==> src/hdl/lcam_pkg.sv <==
// Constants and types for the line-cycle accumulation mode register.
// Assumes a 32-bit AXI4-Lite slave with 20-bit byte addresses.
package lcam_pkg;
	localparam int ADDR_W = 20;
	localparam logic [15:0] MODE_INDEX = 16'hE702;
	localparam logic [ADDR_W-1:0] MODE_ADDR = {2'h0, MODE_INDEX, 2'h0};
	localparam int BIT_ACTIVE = 0;
	localparam int BIT_REACTIVE = 1;
	localparam int BIT_APPARENT = 2;
	localparam int BIT_ZX_LO = 3;
	localparam int BIT_CLEAR = 6;
	localparam int BIT_RSVD = 7;
	localparam logic [7:0] MODE_RESET = 8'h78;
	localparam int CYC_W = 16;
	localparam int CNT_W = 17;
	localparam logic [1:0] RESP_OKAY = 2'h0;
	localparam logic [1:0] RESP_SLVERR = 2'h2;

	typedef struct packed {
		logic reserved;
		logic clear_on_read_enable;
		logic [2:0] zero_cross_phase_select;
		logic apparent_energy_line_mode;
		logic reactive_energy_line_mode;
		logic active_energy_line_mode;
	} lcam_mode_t;
endpackage

==> src/hdl/lcam_top.sv <==
// Line-cycle accumulation mode register with its window timing logic.
// Assumes AXI4-Lite master, same-clock zero-crossing pulses and read strobe.
`timescale 1ns/100ps
`default_nettype none

// Behaviour
// - Bit 0 selects active-energy line-cycle mode
// - Bit 1 selects reactive-energy line-cycle mode
// - Bit 2 selects apparent-energy line-cycle mode
// - Bits 3-5 enable phases A-C, reset one
// - All enabled phases advance one shared count
// - Bit 6 set: accumulator read clears it
// - Bit 7 reserved, resets zero, no effect
module lcam_top
	import lcam_pkg::*;
(
	input wire logic CLK_SYS,
	input wire logic SRST,
	input wire logic [ADDR_W-1:0] S_AXI_AWADDR,
	input wire logic S_AXI_AWVALID,
	output logic S_AXI_AWREADY,
	input wire logic [31:0] S_AXI_WDATA,
	input wire logic [3:0] S_AXI_WSTRB,
	input wire logic S_AXI_WVALID,
	output logic S_AXI_WREADY,
	output logic [1:0] S_AXI_BRESP,
	output logic S_AXI_BVALID,
	input wire logic S_AXI_BREADY,
	input wire logic [ADDR_W-1:0] S_AXI_ARADDR,
	input wire logic S_AXI_ARVALID,
	output logic S_AXI_ARREADY,
	output logic [31:0] S_AXI_RDATA,
	output logic [1:0] S_AXI_RRESP,
	output logic S_AXI_RVALID,
	input wire logic S_AXI_RREADY,
	input wire logic [2:0] ZC_PHASE,
	input wire logic [CYC_W-1:0] LINE_CYCLES,
	input wire logic ACCUM_READ,
	output logic ACCUM_CLEAR,
	output logic ACTIVE_LINE_MODE,
	output logic REACTIVE_LINE_MODE,
	output logic APPARENT_LINE_MODE,
	output logic WINDOW_DONE,
	output logic [2:0] ACCUM_LATCH
);
	lcam_mode_t mode;
	logic [ADDR_W-1:0] aw_addr;
	logic [31:0] w_data;
	logic [3:0] w_strb;
	logic aw_ok, w_ok, wr_do, wr_hit, wr_en;
	logic [ADDR_W-1:0] wr_addr;
	logic [31:0] wr_data;
	logic [3:0] wr_strb;
	logic [CNT_W-1:0] zc_count;
	logic [CNT_W-1:0] next_zc_count;
	logic [2:0] zc_hit;
	logic [1:0] zc_inc;
	logic window_close;

	// Address and data held until both are in; either may come first
	assign aw_ok = !S_AXI_AWREADY || S_AXI_AWVALID;
	assign w_ok = !S_AXI_WREADY || S_AXI_WVALID;
	assign wr_do = aw_ok && w_ok && !S_AXI_BVALID;
	assign wr_addr = S_AXI_AWREADY ? S_AXI_AWADDR : aw_addr;
	assign wr_data = S_AXI_WREADY ? S_AXI_WDATA : w_data;
	assign wr_strb = S_AXI_WREADY ? S_AXI_WSTRB : w_strb;
	assign wr_hit = wr_addr[ADDR_W-1:2] == MODE_ADDR[ADDR_W-1:2];
	assign wr_en = wr_do && wr_hit && wr_strb[0];

	always_ff @(posedge CLK_SYS) begin
		if (SRST) begin
			S_AXI_AWREADY <= 1'b1;
			aw_addr <= '0;
		end else if (S_AXI_AWVALID && S_AXI_AWREADY) begin
			S_AXI_AWREADY <= 1'b0;
			aw_addr <= S_AXI_AWADDR;
		end else if (S_AXI_BVALID && S_AXI_BREADY) begin
			S_AXI_AWREADY <= 1'b1;
		end
	end

	always_ff @(posedge CLK_SYS) begin
		if (SRST) begin
			S_AXI_WREADY <= 1'b1;
			w_data <= '0;
			w_strb <= '0;
		end else if (S_AXI_WVALID && S_AXI_WREADY) begin
			S_AXI_WREADY <= 1'b0;
			w_data <= S_AXI_WDATA;
			w_strb <= S_AXI_WSTRB;
		end else if (S_AXI_BVALID && S_AXI_BREADY) begin
			S_AXI_WREADY <= 1'b1;
		end
	end

	always_ff @(posedge CLK_SYS) begin
		if (SRST) begin
			S_AXI_BVALID <= 1'b0;
			S_AXI_BRESP <= RESP_OKAY;
		end else if (wr_do) begin
			S_AXI_BVALID <= 1'b1;
			S_AXI_BRESP <= wr_hit ? RESP_OKAY : RESP_SLVERR;
		end else if (S_AXI_BREADY) begin
			S_AXI_BVALID <= 1'b0;
		end
	end

	// All eight bits stored and read back, reserved one included
	always_ff @(posedge CLK_SYS) begin
		if (SRST) begin
			mode <= lcam_mode_t'(MODE_RESET);
		end else if (wr_en) begin
			mode <= lcam_mode_t'(wr_data[7:0]);
		end
	end

	always_ff @(posedge CLK_SYS) begin
		if (SRST) begin
			S_AXI_ARREADY <= 1'b1;
			S_AXI_RVALID <= 1'b0;
			S_AXI_RDATA <= '0;
			S_AXI_RRESP <= RESP_OKAY;
		end else if (S_AXI_ARVALID && S_AXI_ARREADY) begin
			S_AXI_ARREADY <= 1'b0;
			S_AXI_RVALID <= 1'b1;
			if (S_AXI_ARADDR[ADDR_W-1:2] == MODE_ADDR[ADDR_W-1:2]) begin
				S_AXI_RDATA <= {24'h000000, mode};
				S_AXI_RRESP <= RESP_OKAY;
			end else begin
				S_AXI_RDATA <= '0;
				S_AXI_RRESP <= RESP_SLVERR;
			end
		end else if (S_AXI_RVALID && S_AXI_RREADY) begin
			S_AXI_RVALID <= 1'b0;
			S_AXI_ARREADY <= 1'b1;
		end
	end

	// Mode outputs; the reserved bit drives nothing
	always_ff @(posedge CLK_SYS) begin
		if (SRST) begin
			ACTIVE_LINE_MODE <= MODE_RESET[BIT_ACTIVE];
			REACTIVE_LINE_MODE <= MODE_RESET[BIT_REACTIVE];
			APPARENT_LINE_MODE <= MODE_RESET[BIT_APPARENT];
		end else begin
			ACTIVE_LINE_MODE <= mode.active_energy_line_mode;
			REACTIVE_LINE_MODE <= mode.reactive_energy_line_mode;
			APPARENT_LINE_MODE <= mode.apparent_energy_line_mode;
		end
	end

	// Clear-on-read; with it off the accumulators keep their value
	always_ff @(posedge CLK_SYS) begin
		if (SRST) begin
			ACCUM_CLEAR <= 1'b0;
		end else begin
			ACCUM_CLEAR <= ACCUM_READ && mode.clear_on_read_enable;
		end
	end

	// Several phases share one count, so windows shorten
	assign zc_hit = ZC_PHASE & mode.zero_cross_phase_select;
	assign zc_inc = {1'b0, zc_hit[0]} + {1'b0, zc_hit[1]} + {1'b0, zc_hit[2]};
	assign next_zc_count = zc_count + {{(CNT_W-2){1'b0}}, zc_inc};
	// A zero target never closes a window rather than closing every cycle
	assign window_close = (LINE_CYCLES != '0)
		&& (next_zc_count >= {1'b0, LINE_CYCLES});

	always_ff @(posedge CLK_SYS) begin
		if (SRST) begin
			zc_count <= '0;
		end else if (window_close) begin
			zc_count <= '0;
		end else begin
			zc_count <= next_zc_count;
		end
	end

	// Regular mode latches every cycle, line mode once per window
	always_ff @(posedge CLK_SYS) begin
		if (SRST) begin
			WINDOW_DONE <= 1'b0;
			ACCUM_LATCH <= 3'h7;
		end else begin
			WINDOW_DONE <= window_close;
			ACCUM_LATCH[0] <= !mode.active_energy_line_mode || window_close;
			ACCUM_LATCH[1] <= !mode.reactive_energy_line_mode || window_close;
			ACCUM_LATCH[2] <= !mode.apparent_energy_line_mode || window_close;
		end
	end
endmodule

`default_nettype wire

==> config.mk <==
export PLATFORM = sky130hd
export DESIGN_NAME = lcam_top
export DESIGN_NICKNAME = d
export VERILOG_FILES = /design/src/hdl/lcam_pkg.sv /design/src/hdl/lcam_top.sv
export SDC_FILE = /design/constraint.sdc
export NUM_CORES = 1
export LEC_CHECK = 0
export BUFFER_PORTS_ARGS = -buffer_cell sky130_fd_sc_hd__clkbuf_2
export CORE_MARGIN = 2
export CORE_UTILIZATION = 39
export CTS_CLUSTER_DIAMETER = 40
export CTS_CLUSTER_SIZE = 10
export DETAILED_ROUTE_END_ITERATION = 10
export PLACE_DENSITY = 0.68
export SETUP_SLACK_MARGIN = 0.3
export SYNTH_ARGS = -nofsm -noshare
export SYNTH_HDL_FRONTEND = slang
export SYNTH_SLANG_ARGS = --single-unit
==> constraint.sdc <==
create_clock -name CLK_SYS -period 8.4 [get_ports CLK_SYS]
set_clock_uncertainty 0.2 [all_clocks]
set_input_delay 0.42 -clock CLK_SYS [delete_from_list [all_inputs] [get_ports CLK_SYS]]
set_output_delay 0.42 -clock CLK_SYS [all_outputs]
set_load 0.02 [all_outputs]
======== After elaboration in Yosys (flattened, before gate mapping) ========
Cells that the tools add are included.
word-level totals
  register bits after elaboration ......... 103
  bits of input ports ..................... 103
  output and inout bits ................... 49
  logic and storage cells ................. 74
operators by class
  add/sub/neg operators ................... 3
  order comparisons ....................... 1
  equality and inequality tests ........... 2
  muxes and demuxes ....................... 15
  bitwise logic cells ..................... 1
  reduce and logical (&&, ||, !) cells .... 28
operators by type and width
  operator              number
  $eq 18x16->1 const B  2
  $mux 20               1
  $add 17x2->17         1
  $ge 17x16->1          1
  $mux 8                2
  $reduce_bool 16->1    1
  $logic_and 1x1->1     11
  $mux 1                10
  $reduce_bool 2->1     4
  $logic_not 1->1       6
  $logic_or 1x1->1      5
  $mux 2                2
  $and 3x3->3           1
  $add 1x1->2           1
  $add 2x1->2           1
  $reduce_or 2->1       1

======== Logic depth before layout (Yosys ltp) ========
  depth after elaboration ................. 7
  gate-level depth with buffers ........... 19
  mapped depth without buffers ............ 17

======== Worst setup path before layout ========
OpenSTA, ideal clock, no wires.
  path kind ............................... in2reg
  start ................................... input port ZC_PHASE[0]
  end ..................................... register zc_count[10]
  library setup time ...................... 0.119 ns
  arrival time ............................ 3.736 ns
  data required time ...................... 8.081 ns
  slack ................................... 4.345 ns
  stages on the path ...................... 17
  path buffers ............................ 2
  cells stage by stage .................... and2_1 -> fa_1 -> ha_1 -> inv_1 -> fa_1 -> nor2_1 -> nand3_1 -> nor3_1 -> xnor2_1 -> inv_1 -> ha_1 -> nand4_1 -> o311ai_0 -> o22a_1 -> buf_4 -> buf_6 -> nor2_1
on the way
  longest elaborated chain between the ends .. 7
ends and longest elaborated chain
  item                       line             text
  start: declaration         lcam_top.sv:36   input wire logic [2:0] ZC_PHASE,
  $and 3x3->3                lcam_top.sv:162  assign zc_hit = ZC_PHASE & mode.zero_cross_phase_select;
  $add 1x1->2                lcam_top.sv:163  assign zc_inc = {1'b0, zc_hit[0]} + {1'b0, zc_hit[1]} + {1'b0, zc_hit[2]};
  $add 2x1->2                lcam_top.sv:163
  $add 17x2->17              lcam_top.sv:164  assign next_zc_count = zc_count + {{(CNT_W-2){1'b0}}, zc_inc};
  net next_zc_count[14]      lcam_top.sv:55   logic [CNT_W-1:0] next_zc_count;
  $ge 17x16->1               lcam_top.sv:167  && (next_zc_count >= {1'b0, LINE_CYCLES});
  $logic_and 1x1->1          lcam_top.sv:167
  $reduce_or 2->1 (no line)  n/a
  end signal: assignment     lcam_top.sv:175  zc_count <= next_zc_count;
  end: declaration           lcam_top.sv:54   logic [CNT_W-1:0] zc_count;
The timed path passes the listed nets, and every way through them passes these cells.
A chain may end at the register's enable or synchronous reset.

======== Final worst setup path ========
  start ................................... register mode[3] (netlist name)
  end ..................................... register ACCUM_LATCH[0]
on the way
  longest elaborated chain between the ends .. 7
ends and longest elaborated chain
  item                      line             text
  start: declaration        lcam_top.sv:46   lcam_mode_t mode;
  start signal: assignment  lcam_top.sv:111  mode <= lcam_mode_t'(MODE_RESET);
  start signal: assignment  lcam_top.sv:113  mode <= lcam_mode_t'(wr_data[7:0]);
  $and 3x3->3               lcam_top.sv:162
  $add 1x1->2               lcam_top.sv:163
  $add 2x1->2               lcam_top.sv:163
  $add 17x2->17             lcam_top.sv:164
  net next_zc_count[14]     lcam_top.sv:55
  $ge 17x16->1              lcam_top.sv:167
  $logic_and 1x1->1         lcam_top.sv:167
  $logic_or 1x1->1          lcam_top.sv:186  ACCUM_LATCH[0] <= !mode.active_energy_line_mode || window_close;
  end signal: assignment    lcam_top.sv:186
  end: declaration          lcam_top.sv:44   output logic [2:0] ACCUM_LATCH
The timed path passes the listed nets, and every way through them passes these cells.

==> impl_metrics.toml <==
[outcome]
outcome = "finished clean"

[synthesis]
netlist_top_cells_area = "dfxtp_1 40%, nand2_1 6.3%, ha_1 6.0%, buf_4 5.4%, a21oi_1 4.8%"
syn_area_mm2 = 0.00376
synth_top_area_cell = "dfxtp_1"
synth_top_area_share_pct = 39.9
synth_cells = 442
synth_warnings = 0
ys_seq_area_share_pct = 39.9
synth.most_common_cell = "dfxtp_1"
synth_edf_count = 0
synthFlopType = "dfxtp_1"
synth.distinct_cells = 51
syn-mean-instance-area_um2 = 8.51
async_flop_share_pct = 0
synth_seq_cells = 75
synth_common_cells = "75 x dfxtp_1, 63 x nand2_1, 36 x a21oi_1, 36 x inv_1, 32 x nor2_1"

[global_route]
grt_pass1_vias = 2935
grt_max_degree = 59
grt_antenna_before_repair = 0
track_usage_pct = 15.1
gr-total-overflow = 0
grt_pass1_wl_um = 12700

[floorplanning]
initial_core_util_pct = 40.5
fp.dieH_um = 102
core_region_area_mm2 = 0.00928
rows = 35
ios = 152
die_x_um = 102
dieArea_mm2 = 0.0104

[clock_network]
post_cts_buffers = 0
cts.clk_slew.worst_paths_ns = 0.08
cts_hold_buf = 0
cts-root-buf = "clkbuf_8"
htree_levels = 3
clock_sinks = 75
cts-buffers-inserted = 9
clockBufferDepth = 2
cts_tree = "yes"
clk_latency_ns = 0.33
post_cts_resized = 0

[route]
ant_nets = 0
wl_per_cell_um = 11.6
detail_route.iter0.violations = 76
drc = 0
vias = 3162
routed_wl_um = 7710
viasPerCell = 4.75
drt_pass1_iterations = 4

[timing]
worst_slew_pin_slew_ns = 0.905
fin_crit_sh_pct = 56.5
setup_viol = 0
min_period_ns = 4.75
maxSlewHeadroom_pct = 39.2
rsz0062_at_grt = "false"
clock.fmax_mhz = 211
finalHoldViolCount = 0
finalSetupTns_ns = 0
final_max_slew_viol_count = 0

[worst_hold_path]
hold_path.class = "in2reg"

[cells_and_area]
syn_to_final_growth_pct = 18.0
fin_nets = 655
n_antenna_cell = 0
drive_gt1_share_pct = 22.9
stdcell_count = 665

[setup_path]
crit_path_end_kind = "flop"
required_ns = 8.47
worstSetupStartpointType = "flop"
worst_path_dominant_cell_family = "adder cells"
crit_fanout = 19
worst-path-buf-inv = 2
slowest_stage = "o22a_1"
max_stage_delay_ns = 0.70
crit_chain = "and2_1, fa_1, ha_1, inv_1, fa_1, nor2_1, nand3_1, nor3_1, xnor2_1, inv_1, ha_1, nand4_1, o311ai_0, o22a_1, nand2b_1"
arrival_ns = 4.82
path_class = "reg2reg"

[power]
finalPower_w = 0.000819
peakVddDrop_mv = 0.0742
leakage_nw = 2.16
power_density_mw_per_mm2 = 185

[placed_design]
dp.cells = 650
dp_hpwl_um = 5930
numPortBuffers = 94
gp_congestion = 0.796

[flow_run]
drv_cap = 0
## worst min-delay path: stages
cell      delay [ns]
clkbuf_2        0.08
nand2_1         0.05
nor2_1          0.03
## metrics by stage
step / cell area, µm² / setup WS (ns) / hold WS [ns] / util [%]
final: 4440 / 3.65 / 0.0881 / 47.8
after global routing: 4440 / 3.33 / 0.0986 / 47.8
after CTS: 4440 / 3.62 / 0.0657 / 47.8
after detailed placement: 4230 / 3.46 / 0.192 / 45.6
after global placement: 4230 / 3.61 / 0.191 / 45.6
after floorplan: 3850 / 4.34 / 0.178 / -
## layout by cell type (no fill, tap or decap), types with 2 or more instances in the layout
cell       count
dfxtp_1       75
a22oi_1        8
and2_1         4
a21oi_1       36
nand2b_1      10
mux2i_1        8
nor4_1         6
nor3_1        11
clkbuf_8       9
clkinv_2       2
nor2_1        32
clkbuf_2      94
nand3_1       15
o21ai_0        3
xnor2_1       11
o22ai_1        2
nor4_2         2
nand2_1       63
ha_1          18
nand4b_1       2
nand4bb_1      2
nor2b_1        7
conb_1        26
a21o_1         6
xor2_1         4
nand4_1        6
bufinv_16      2
inv_1         36
mux2_2         5
nor4b_1        2
nor3_2         3
fa_1           2
and3_1         2
nor4bb_1       3
## cell families after synthesis
| group | count (synthesis) | synth area share, % |
|---|---|---|
| buffers and inverters | 77 | 10.6 |
| and+or+nand+nor | 178 | 24.6 |
| DFF | 75 | 39.9 |
| muxes | 13 | 3.63 |
| adders and majority gates | 20 | 7.06 |
| AOI/OAI and AO/OA | 63 | 10.6 |
| xor gates and xnor gates | 15 | 3.49 |
| other | 1 | 0.0997 |
## worst paths after layout
check / start / to / slack [ns] / cells after the start
setup / recovery: mode[3] / ACCUM_LATCH[0] / 3.65 / 15
hold / removal: ACCUM_READ / ACCUM_CLEAR / 0.09 / 3
setup reg to reg: mode[3] / ACCUM_LATCH[0] / 3.65 / 15
hold reg to reg: mode[1] / ACCUM_LATCH[1] / 0.21 / 1
## state kept, by name, summed over array words and instances (netlist names), 3 cells and up
| register | count |
|---|---|
| aw_addr | 18 |
| zc_count | 17 |
| S_AXI_RDATA | 8 |
| mode | 8 |
| w_data | 8 |
| ACCUM_LATCH | 3 |
## metal layers
metal	track usage (%)	wire length, µm	vias up
li1	-	-	1621
met1	19.0	3530	1455
met2	26.3	3830	84
met3	2.39	303	2
met4	5.23	40	0
met5	0	0	-
## layout make-up
class / instances / area [µm²]
clock buffers: 10 / 128
clock inverters: 5 / 78.8
fillers: 935 / 4850
inverters: 36 / 135
multi-input cells: 315 / 1950
flip-flops and latches: 75 / 1500
well taps: 129 / 161
repair buffers: 95 / 478
## power by group
group          leakage, nW  internal [W]  switching [W]
Clock                0.106      0.000165       0.000124
Sequential           0.612      0.000374      0.0000155
Combinational         1.44     0.0000596      0.0000809
Total                 2.16      0.000599       0.000220
Note: power is estimated with default switching activity, not from simulation.
